<file path="config.mk">
export PLATFORM = sky130hd
export DESIGN_NAME = pcrs_core
export DESIGN_NICKNAME = d
export VERILOG_FILES = /design/src/design/pcrs_pkg.sv /design/src/design/pcrs_core.sv
export VERILOG_INCLUDE_DIRS = /design/src /design/src/design
export SDC_FILE = /design/constraint.sdc
export NUM_CORES = 1
export LEC_CHECK = 0
export BUFFER_PORTS_ARGS = -buffer_cell sky130_fd_sc_hd__buf_4
export CAP_MARGIN = 40
export CORE_MARGIN = 2
export CORE_UTILIZATION = 41
export DETAILED_ROUTE_END_ITERATION = 6
export PLACE_DENSITY = 0.62
export REMOVE_ABC_BUFFERS = 1
export SLEW_MARGIN = 10
export SYNTH_ARGS = -nofsm -noshare
export SYNTH_HDL_FRONTEND = slang
export SYNTH_SLANG_ARGS = --single-unit
</file>
<file path="constraint.sdc">
create_clock -name clk -period 4.44 [get_ports clk]
set_input_delay 0.888 -clock clk [delete_from_list [all_inputs] [get_ports clk]]
set_output_delay 0.888 -clock clk [all_outputs]
set_load 0.02 [all_outputs]
</file>
<file path="src/design/pcrs_map.svh">
// constants of the program counter and return stack block
// assumes: included by the core module by bare name
// Function
// - program counter is 21 bits, byte addressed, spanning 2 Mbytes.
// - fetch beyond implemented memory returns all zeros, a no-operation.
// - every reset loads the counter with address 0000h.
// - high interrupt loads 0008h, low interrupt loads 0018h.
// - top four program words are configuration, copied to registers on reset.
// - words ascend low byte first; only words one to three are kept.
// - low byte directly accessible; high and upper bytes only via latches.
// - writing the low byte loads high and upper bytes from the latches.
// - reading the low byte copies high and upper bytes into the latches.
// - counter bit 0 stays zero; sequential fetch advances by 2.
// - call, relative call, goto and branch load the whole counter directly.
// - calls and interrupts push, returns pop; latches stay untouched.
// - stack is 31 entries of 21 bits with a 5-bit pointer.
// - push increments the pointer first, then writes the return address.
// - pop loads the counter from the selected entry, then decrements.
// - pointer is zero after every reset; zero has no entry behind it.
// - flags show stack full or overflowed, and stack underflowed.
// - only the top entry and the pointer are readable and writable.
// - program fetch and data access use separate buses concurrently.
// - full sets on 31st push; with fault reset enabled, push then reset.
// - without fault reset, pointer saturates at 31 and never overwrites.
// - pop at zero loads zero, sets underflow, keeps zero; may reset.
// - full is bit 7, underflow bit 6; cleared by software or power-on.
`ifndef PCRS_MAP_SVH
`define PCRS_MAP_SVH
`define PCRS_PC_W 21
`define PCRS_RESET_VEC 21'h000000
`define PCRS_HIGH_VEC 21'h000008
`define PCRS_LOW_VEC 21'h000018
`define PCRS_PC_STEP 21'h000002
`define PCRS_SP_RESET 5'h00
`define PCRS_SP_MAX 5'h1f
`define PCRS_SP_LAST_FREE 5'h1e
`define PCRS_FULL_BIT 7
`define PCRS_UNF_BIT 6
`define PCRS_CFG_WORDS 2'h3
`define PCRS_CFG_AREA 21'h000008
`endif

</file>
<file path="src/design/pcrs_pkg.sv">
// types shared by the program counter and return stack block
// assumes: constants come from pcrs_map.svh
package pcrs_pkg;
  typedef enum logic [0:0] {
    PCRS_LOAD = 1'b0,
    PCRS_RUN = 1'b1
  } pcrs_state_t;
endpackage

</file>
<file path="src/design/pcrs_core.sv">
// program counter, hard vectors, configuration copy and return stack
// assumes: request strobes come from the core decoder on clk, at most
// one sequencing request per cycle; program memory answers combinationally
`timescale 1ns/1ps
`include "pcrs_map.svh"
module pcrs_core #(
  parameter int PROG_BYTES = 32768
) (
  input wire logic clk,
  input wire logic rst_n,
  input wire logic clkEn,
  input wire logic softReset,
  input wire logic stackFaultResetEnable,
  input wire logic fetchAdvance,
  input wire logic jumpLoad,
  input wire logic callPush,
  input wire logic intHigh,
  input wire logic intLow,
  input wire logic retPop,
  input wire logic [20:0] jumpTarget,
  input wire logic pcLowWrite,
  input wire logic pcLowRead,
  input wire logic [7:0] pcLowWriteData,
  input wire logic highLatchWrite,
  input wire logic upperLatchWrite,
  input wire logic [7:0] latchWriteData,
  input wire logic topWriteLow,
  input wire logic topWriteHigh,
  input wire logic topWriteUpper,
  input wire logic [7:0] topWriteData,
  input wire logic spWrite,
  input wire logic [7:0] spWriteData,
  input wire logic [15:0] progRdData,
  input wire logic [15:0] cfgRdData,
  output logic [20:0] fetchAddr,
  output logic [15:0] instrWord,
  output logic [20:0] cfgAddr,
  output logic [7:0] pcLowByte,
  output logic [7:0] pcHighLatch,
  output logic [4:0] pcUpperLatch,
  output logic [20:0] topEntry,
  output logic [7:0] returnStackPointer,
  output logic [15:0] configWordFirst,
  output logic [15:0] configWordSecond,
  output logic [15:0] configWordThird,
  output logic coreReady,
  output logic stackResetPulse
);

  // memory must be whole words, hold the config area and fit 2 Mbytes
  if (PROG_BYTES % 8 != 0 || PROG_BYTES < 64 || PROG_BYTES > 2097152) begin : g_chk
    $error("pcrs_core: PROG_BYTES out of range");
  end

  localparam logic [21:0] MEM_TOP = 22'(PROG_BYTES);

  pcrs_pkg::pcrs_state_t state_reg;
  logic [20:0] pc_reg;
  logic [4:0] sp_reg;
  logic full_reg;
  logic unf_reg;
  logic [7:0] highLatch_reg;
  logic [4:0] upperLatch_reg;
  logic [1:0] cfgIdx_reg;
  logic [15:0] cfgWord_reg [0:2];
  logic [15:0] instr_reg;
  logic [20:0] top_reg;
  logic stackReset_reg;
  logic [20:0] stackMem [1:31]; // no entry behind pointer zero

  function automatic logic [20:0] cfgByteAddr(input logic [1:0] idx);
    cfgByteAddr = 21'(MEM_TOP) - `PCRS_CFG_AREA + {18'h00000, idx, 1'b0};
  endfunction

  // request resolution: pushes outrank pops, pops outrank counter writes
  wire run = clkEn & (state_reg == pcrs_pkg::PCRS_RUN) & ~softReset;
  wire anyPushReq = callPush | intHigh | intLow;
  wire stackReq = anyPushReq | retPop;
  wire spZero = sp_reg == `PCRS_SP_RESET;
  wire spFull = sp_reg == `PCRS_SP_MAX;
  wire doPush = run & anyPushReq;
  wire doPop = run & retPop & ~anyPushReq;
  wire pushWrite = doPush & ~spFull;
  wire fullSet = doPush & (sp_reg >= `PCRS_SP_LAST_FREE);
  wire pushWrap = fullSet & ~spFull & stackFaultResetEnable;
  wire popFault = doPop & spZero;
  wire faultReset = pushWrap | (popFault & stackFaultResetEnable);
  wire anyReset = clkEn & (softReset | faultReset);
  wire selHigh = doPush & intHigh & ~faultReset;
  wire selLow = doPush & intLow & ~intHigh & ~faultReset;
  wire selCall = doPush & callPush & ~intHigh & ~intLow & ~faultReset;
  wire selPop = doPop & ~faultReset;
  wire selLowWr = run & pcLowWrite & ~stackReq;
  wire selJump = run & jumpLoad & ~stackReq & ~pcLowWrite;
  wire selAdv = run & fetchAdvance & ~stackReq & ~pcLowWrite & ~jumpLoad;
  wire [4:0] spInc = sp_reg + 5'h01;
  wire [20:0] topNow = spZero ? 21'h000000 : stackMem[sp_reg];
  wire pcBeyond = {1'b0, pc_reg} >= MEM_TOP;
  wire tosTouch = run & ~stackReq & ~spZero & ~spWrite;

  // next counter value; bit 0 forced low keeps word alignment
  wire [20:0] pcLowWrValue = {upperLatch_reg, highLatch_reg, pcLowWriteData[7:1], 1'b0};
  wire [20:0] pcNextRaw =
    anyReset ? `PCRS_RESET_VEC :
    selHigh ? `PCRS_HIGH_VEC :
    selLow ? `PCRS_LOW_VEC :
    selCall ? jumpTarget :
    selPop ? topNow : // pop at zero gives zero
    selLowWr ? pcLowWrValue :
    selJump ? jumpTarget :
    selAdv ? pc_reg + `PCRS_PC_STEP :
    pc_reg;
  wire [20:0] pcNext = {pcNextRaw[20:1], 1'b0};

  // pointer: saturates when full, stays at zero on underflow
  wire [4:0] spNext =
    anyReset ? `PCRS_SP_RESET :
    doPush ? (spFull ? sp_reg : spInc) :
    doPop ? (spZero ? sp_reg : sp_reg - 5'h01) :
    (run & spWrite) ? spWriteData[4:0] :
    sp_reg;

  // hardware set wins over a software clear in the same cycle
  wire fullNext = (clkEn & fullSet) |
    (full_reg & ~(run & spWrite & ~spWriteData[`PCRS_FULL_BIT]));
  wire unfNext = (clkEn & popFault) |
    (unf_reg & ~(run & spWrite & ~spWriteData[`PCRS_UNF_BIT]));

  // sequencing state; flags live apart since only power-on or software clears them
  always_ff @(posedge clk or negedge rst_n) begin
    if (!rst_n) begin
      state_reg <= pcrs_pkg::PCRS_LOAD;
      pc_reg <= `PCRS_RESET_VEC;
      sp_reg <= `PCRS_SP_RESET;
      stackReset_reg <= 1'b0;
    end else if (clkEn) begin
      pc_reg <= pcNext;
      sp_reg <= spNext;
      stackReset_reg <= faultReset;
      if (anyReset) begin
        state_reg <= pcrs_pkg::PCRS_LOAD;
      end else if (state_reg == pcrs_pkg::PCRS_LOAD && cfgIdx_reg == `PCRS_CFG_WORDS) begin
        state_reg <= pcrs_pkg::PCRS_RUN;
      end
    end
  end

  // stack flags, cleared only by power-on or software
  always_ff @(posedge clk or negedge rst_n) begin
    if (!rst_n) begin
      full_reg <= 1'b0;
      unf_reg <= 1'b0;
    end else if (clkEn) begin
      full_reg <= fullNext;
      unf_reg <= unfNext;
    end
  end

  // latches: low byte read copies the counter, push and pop leave them
  always_ff @(posedge clk or negedge rst_n) begin
    if (!rst_n) begin
      highLatch_reg <= 8'h00;
      upperLatch_reg <= 5'h00;
    end else if (clkEn) begin
      if (anyReset) begin
        highLatch_reg <= 8'h00;
        upperLatch_reg <= 5'h00;
      end else if (run & highLatchWrite) begin
        highLatch_reg <= latchWriteData;
      end else if (run & pcLowRead) begin
        highLatch_reg <= pc_reg[15:8];
      end
      if (!anyReset && run && upperLatchWrite) begin
        upperLatch_reg <= latchWriteData[4:0];
      end else if (!anyReset && run && pcLowRead && !highLatchWrite) begin
        upperLatch_reg <= pc_reg[20:16];
      end
    end
  end

  // configuration copy, one word per cycle from the top of memory
  always_ff @(posedge clk or negedge rst_n) begin
    if (!rst_n) begin
      cfgIdx_reg <= 2'h0;
      cfgWord_reg[0] <= 16'h0000;
      cfgWord_reg[1] <= 16'h0000;
      cfgWord_reg[2] <= 16'h0000;
    end else if (clkEn) begin
      if (anyReset) begin
        cfgIdx_reg <= 2'h0;
      end else if (state_reg == pcrs_pkg::PCRS_LOAD) begin
        // low byte sits at the lower address; the fourth word is never stored
        if (cfgIdx_reg != `PCRS_CFG_WORDS) begin
          cfgWord_reg[cfgIdx_reg] <= cfgRdData;
          cfgIdx_reg <= cfgIdx_reg + 2'h1;
        end
      end
    end
  end

  // stack storage: push writes after the increment, top bytes by software
  always_ff @(posedge clk) begin
    if (clkEn) begin
      if (pushWrite) begin
        stackMem[spInc] <= pc_reg;
      end else if (tosTouch) begin
        // relies on software masking interrupts around this access
        if (topWriteLow) begin
          stackMem[sp_reg][7:0] <= topWriteData;
        end
        if (topWriteHigh) begin
          stackMem[sp_reg][15:8] <= topWriteData;
        end
        if (topWriteUpper) begin
          stackMem[sp_reg][20:16] <= topWriteData[4:0];
        end
      end
    end
  end

  // fetch data lands one cycle after the address; unimplemented reads zero
  always_ff @(posedge clk or negedge rst_n) begin
    if (!rst_n) begin
      instr_reg <= 16'h0000;
      top_reg <= 21'h000000;
    end else if (clkEn) begin
      instr_reg <= pcBeyond ? 16'h0000 : progRdData;
      top_reg <= topNow;
    end
  end

  // outputs straight from flops, except cfgAddr, which adds twice the index to the config base
  assign fetchAddr = pc_reg;
  assign instrWord = instr_reg;
  assign cfgAddr = cfgByteAddr(cfgIdx_reg);
  assign pcLowByte = pc_reg[7:0];
  assign pcHighLatch = highLatch_reg;
  assign pcUpperLatch = upperLatch_reg;
  assign topEntry = top_reg;
  assign returnStackPointer = {full_reg, unf_reg, 1'b0, sp_reg};
  assign configWordFirst = cfgWord_reg[0];
  assign configWordSecond = cfgWord_reg[1];
  assign configWordThird = cfgWord_reg[2];
  assign coreReady = state_reg == pcrs_pkg::PCRS_RUN;
  assign stackResetPulse = stackReset_reg;
endmodule // pcrs_core

</file>
=== Word-level counts from Yosys, hierarchy flattened ===
Memories as Yosys holds them, arrays and structs flattened.
Index checks and enable logic that the tools add are counted.

* Add/subtract/negate cells: 5
* Magnitude comparators: 4
* Equal/unequal tests: 6
* Muxes and demuxes: 51
* Bitwise gates (word level): 68
* Reductions and logical operators: 23

{| class="wikitable"
|+ Operators with widths
! cell !! number
|-
| $mux 21 || 10
|-
| $mux 5 || 10
|-
| $bwmux 48 || 1
|-
| $and 1x1->1 || 43
|-
| $demux 16 s2 || 1
|-
| $mux 16 || 2
|-
| $mux 8 || 3
|-
| $add 21x2->21 const B || 1
|-
| $ge 21x16->1 const B || 1
|-
| $reduce_or 21->1 || 1
|-
| $mux 1 || 20
|-
| $not 1->1 || 17
|-
| $add 15x3->16 const A || 1
|-
| $reduce_and 2->1 || 4
|-
| $reduce_and 4->1 || 2
|-
| $reduce_bool 8->1 || 1
|-
| $or 1x1->1 || 7
|-
| $logic_and 1x1->1 || 6
|-
| $mux 2 || 3
|-
| $reduce_bool 3->1 || 2
|-
| $add 5x1->5 const B || 1
|-
| $eq 5x5->1 const B || 1
|-
| $ge 5x5->1 const B || 1
|-
| $logic_not 5->1 || 1
|-
| other kinds (15) || 17
|}

* Bits in registers: 129
* Memory bits (writable): 651
* Input bits: 104
* Output and inout port bits: 158
* Logic and storage cells: 172
* Memories kept: 1

{| class="wikitable"
|+ Memory list
! memory !! words !! width !! read ports !! clocked after Yosys merged registers in !! wr ports !! line !! text
|-
| stackMem || 31 || 21 || 1 || 0 || 1 || pcrs_core.sv:69 || <nowiki>logic [20:0] stackMem [1:31];</nowiki>
|}

=== Longest topological paths before layout ===
* Depth in word-level cells: 15
* Depth in mapped cells: 16
* Mapped depth without buffers: 9

=== Least setup slack after synthesis ===
No wires, ideal clock.

* Path kind: flip-flop to flip-flop
* Start: reg sp_reg[0]
* End: mem stackMem[10][11], data pin
* Library setup time: 0.446 ns
* Data arrival time: 4.139 ns
* Data required time: 3.994 ns
* Path slack: -0.146 ns
* Cell stages (with the launch flop): 14
* Path buffers: 7
* Clock period less this slack: 4.586 ns
* Cells stage by stage: dfrtp_1 > buf_6 > buf_6 > buf_4 > buf_4 > buf_4 > inv_1 > ha_1 > nor4b_2 > nor2_1 > and3_1 > buf_2 > clkbuf_1 > o21ai_0

* Word-level cells in the longest chain between the ends: 10
* Elaborated cells on any way between the ends: 21
* Those cells by class: 1 x eq/ne; 13 x mux; 5 x bitwise; 2 x reduce/logical

{| class="wikitable"
|+ Ends and longest elaborated chain
! item !! line !! text
|-
| from (decl) || pcrs_core.sv:59 || <nowiki>logic [4:0] sp_reg;</nowiki>
|-
| from (signal assigned) || pcrs_core.sv:134 || <nowiki>sp_reg <= `PCRS_SP_RESET;</nowiki>
|-
| from (signal assigned) || pcrs_core.sv:138 || <nowiki>sp_reg <= spNext;</nowiki>
|-
| $logic_not 5->1 (no source line) || n/a ||
|-
| $not 1->1 || pcrs_core.sv:99 || <nowiki>wire tosTouch = run & ~stackReq & ~spZero & ~spWrite;</nowiki>
|-
| $and 1x1->1 (2 in series) || pcrs_core.sv:99 ||
|-
| $mux 1 || pcrs_core.sv:206 || <nowiki>end else if (tosTouch) begin</nowiki>
|-
| $mux 1 || pcrs_core.sv:204 || <nowiki>if (pushWrite) begin</nowiki>
|-
| $mux 1 || pcrs_core.sv:203 || <nowiki>if (clkEn) begin</nowiki>
|-
| $mux 1 (on tied branches) || pcrs_core.sv:209, pcrs_core.sv:212, pcrs_core.sv:215 ||
|-
| $reduce_or 21->1 (no source line) * || n/a ||
|-
| $mux 21 (no source line) * || n/a ||
|-
| to (decl) || pcrs_core.sv:69 ||
|}

Mark *: on every way between the ends. The rest lies on a longest branch, timed or not.

=== Worst setup path in the final report ===
* Start: reg sp_reg[0]
* End: mem stackMem[12][6], enable pin

* Word-level cells in the longest chain between the ends: 10
* Elaborated cells on any way between the ends: 26
* Those cells by class: 1 x add/sub; 1 x eq/ne; 17 x mux; 5 x bitwise; 2 x reduce/logical

{| class="wikitable"
|+ Ends and longest elaborated chain
! item !! line
|-
| $logic_not 5->1 (no source line) || n/a
|-
| $not 1->1 || pcrs_core.sv:99
|-
| $and 1x1->1 (2 in series) || pcrs_core.sv:99
|-
| $mux 1 || pcrs_core.sv:206
|-
| $mux 1 || pcrs_core.sv:204
|-
| $mux 1 || pcrs_core.sv:203
|-
| $mux 1 (on tied branches) || pcrs_core.sv:209, pcrs_core.sv:212, pcrs_core.sv:215
|-
| $reduce_or 21->1 (no source line) || n/a
|-
| $mux 5 (no source line) or $mux 3 (tied branches) || n/a
|}

Parallel ways exist; a longest one is shown, timed or not.

==> out/results.ini <==
[place]
routabilityCongestion = 0.9162
dp_hpwl_um = 65120
io_buffer_count = 236
placed_cells_incl_taps = 3253

[timing]
period_needed_ps = 3976
rsz0062_at_grt = no
hold_viol_final = 0
fin_crit_sh_pct = 89.55
clock-skew-final_ps = 18.02
max_freq_mhz = 251.5
report.final.setup_viol = 0
finalMaxSlewViolations = 0
fin_setup_tns_ps = 0
worstMarginPinSlew_ps = 922.5
slew_headroom_pct = 38.13

[critical_path]
crit_family = simple AND/OR/NAND/NOR gates
arrival_ps = 4220
cp_slowest_cell = nor2_1
endpoint_kind = flop
slowest_delay_ps = 820
crit_buf_inv = 2
crit_required_ps = 4680
setup.worst_path.class = flop to flop
cp-start-kind = flop
crit_fanout = 11
crit_path_cell_trace = inv_1 -> ha_1 -> nor4b_2 -> buf_4 -> nor3_1 -> nand4_1 -> o31ai_1 -> nand2_1 -> nor2_1

[global_route]
grt_pass1_vias = 19768
grt_first_pass_wirelength_um = 136300
grt_overflow = 0
grt_max_degree = 95
track_usage_pct = 22.82
antenna_found_initial = 1

[detailed_routing]
top_layer = met5
drt_iter0_drc = 2036
wl_met3_um = 7485
drt-met1-wl_um = 36600
routedWlPerCell_um = 27.53
drc = 0
wl_met2_um = 44310
ant_nets = 0
vias = 19600
dr.pass1.iters = 6
totalWireLength_um = 93350
via_per_inst = 5.780

[cts]
htree_levels = 3
clock_sinks = 780
clock-root-buffer = clkbuf_16
cts-buffers-inserted = 77
clk_pin_slew_worst_paths_ps = 60
cts_resized = 0
cts_buffer_depth = 3
clock_latency_ps = 630
cts_tree = built
cts_setup_buffers = 0
holdBufCountCts = 0

[yosys]
yosysTopAreaCell = edfxtp_1
syn_avg_cell_area_um2 = 16.28
synthTopCellsByArea = edfxtp_1 60%, dfrtp_1 9.9%, mux4_2 9.8%
synth-main-ff-cell = edfxtp_1
synthArstFlopShare_pct = 16.54
synth_edf_count = 651
ys_seq_area_share_pct = 70.16
ys_types = 78
synth_top_area_share_pct = 60.22
yosys_warnings = 0
ys_ff_latch = 780
syn_area_um2 = 32460
synthCells = 1994

[finish]
final_common_cell = edfxtp_1
layout-drive-gt1-share_pct = 28.24
antennaDiodeCount = 0
fillerInstances = 6566
layout_common_cells = 651 x edfxtp_1, 313 x buf_4, 201 x nor2_1
syn_to_final_growth_pct = 17.72
final_cells = 3391
largest_reg_flops = 651
largest_register = stackMem
nNetsFinal = 2398
final_util_pct = 48.53

[job]
drv_cap = 0

[power]
totalPowerFinal_uw = 17700
p_leak_uw = 0.01371
ir_drop_mv = 0.3080
powerDensity_nw_per_um2 = 463.3

[die]
die_h_um = 285.4
start_util_pct = 41.23
rows = 103
ioPinCount = 262
core_region_area_um2 = 78740
die_w_um = 285.4
die_area_um2 = 81440

[worst_hold_path]
hp-class = input port to async pin

[status]
status = complete, no violations

cells in the mapped netlist, types with 10 or more instances:
cell type and count:
nand2_1 162, mux4_2 141, nor2_1 201, buf_4 46
dfrtp_1 129, buf_2 23, mux2i_1 63, nand3_1 32
nor3_1 11, a21oi_1 64, o2bb2ai_1 21, clkbuf_1 52
o211ai_1 12, edfxtp_1 651, inv_1 24, o21ai_0 46
a211oi_1 17, ha_1 11, mux2_2 54, xnor2_1 10
a22oi_1 28, o221ai_1 13, and3_1 13, a221oi_1 10
final timing paths:
kind	start	end	slack (ps)	cells past startpoint
worst min-delay path	rst_n	pcUpperLatch[4]$_DFFE_PN0P_	30	1
max in group asynchronous	rst_n	configWordFirst[6]$_DFFE_PN0P_	3600	3
worst max-delay path	sp_reg[0]$_DFFE_PN0P_	stackMem[12][6]$_DFFE_PP_	460	9
worst min register to register	instrWord[8]$_DFFE_PN0P_	instrWord[8]$_DFFE_PN0P_	490	1
min in group clk	instrWord[8]$_DFFE_PN0P_	instrWord[8]$_DFFE_PN0P_	490	1
worst max register to register	sp_reg[0]$_DFFE_PN0P_	stackMem[12][6]$_DFFE_PP_	460	9
where the power goes:
| part | internal, µW | switching (µW) |
|---|---|---|
| Clock | 3840 | 2760 |
| Sequential | 8180 | 217 |
| Combinational | 1090 | 1620 |
cell families after synthesis:
kind of cell / synth area share, %
buffers and inverters: 2.656
muxes: 13.60
xor gates and xnor gates: 0.5126
other: 0.02313
AOI/OAI and AO/OA: 6.456
adders and majority gates: 0.4240
and+or+nand+nor: 6.167
DFF: 70.16
final cells by class:
class | instances | area, µm² | area share [%]
sequential | 780 | 22790 | 59.63
clock buffer | 91 | 2095 | 5.481
inverter | 26 | 97.59 | 0.2554
timing repair buffer | 325 | 2559 | 6.695
tap | 1050 | 1314 | 3.438
clock inverter | 46 | 446.7 | 1.169
multi-input combinational | 1073 | 8917 | 23.33
layer usage:
layer,vias up,GRT usage [%]
li1,8362,-
met1,10018,29.73
met2,1028,36.81
met3,190,3.984
met4,2,11.92
met5,-,0
per-stage QoR:
step                cell area (µm²)  hold slack [ps]  setup slack [ps]
finish                        38220            28.30             464.2
CTS                           38190            343.8             538.9
detailed placement            35650            478.5             392.3
floorplan                     31770            592.4             -6673
global route                  38220            14.41             198.6
global placement              35550            468.8             419.3
Power figures use the tool's default switching activity.
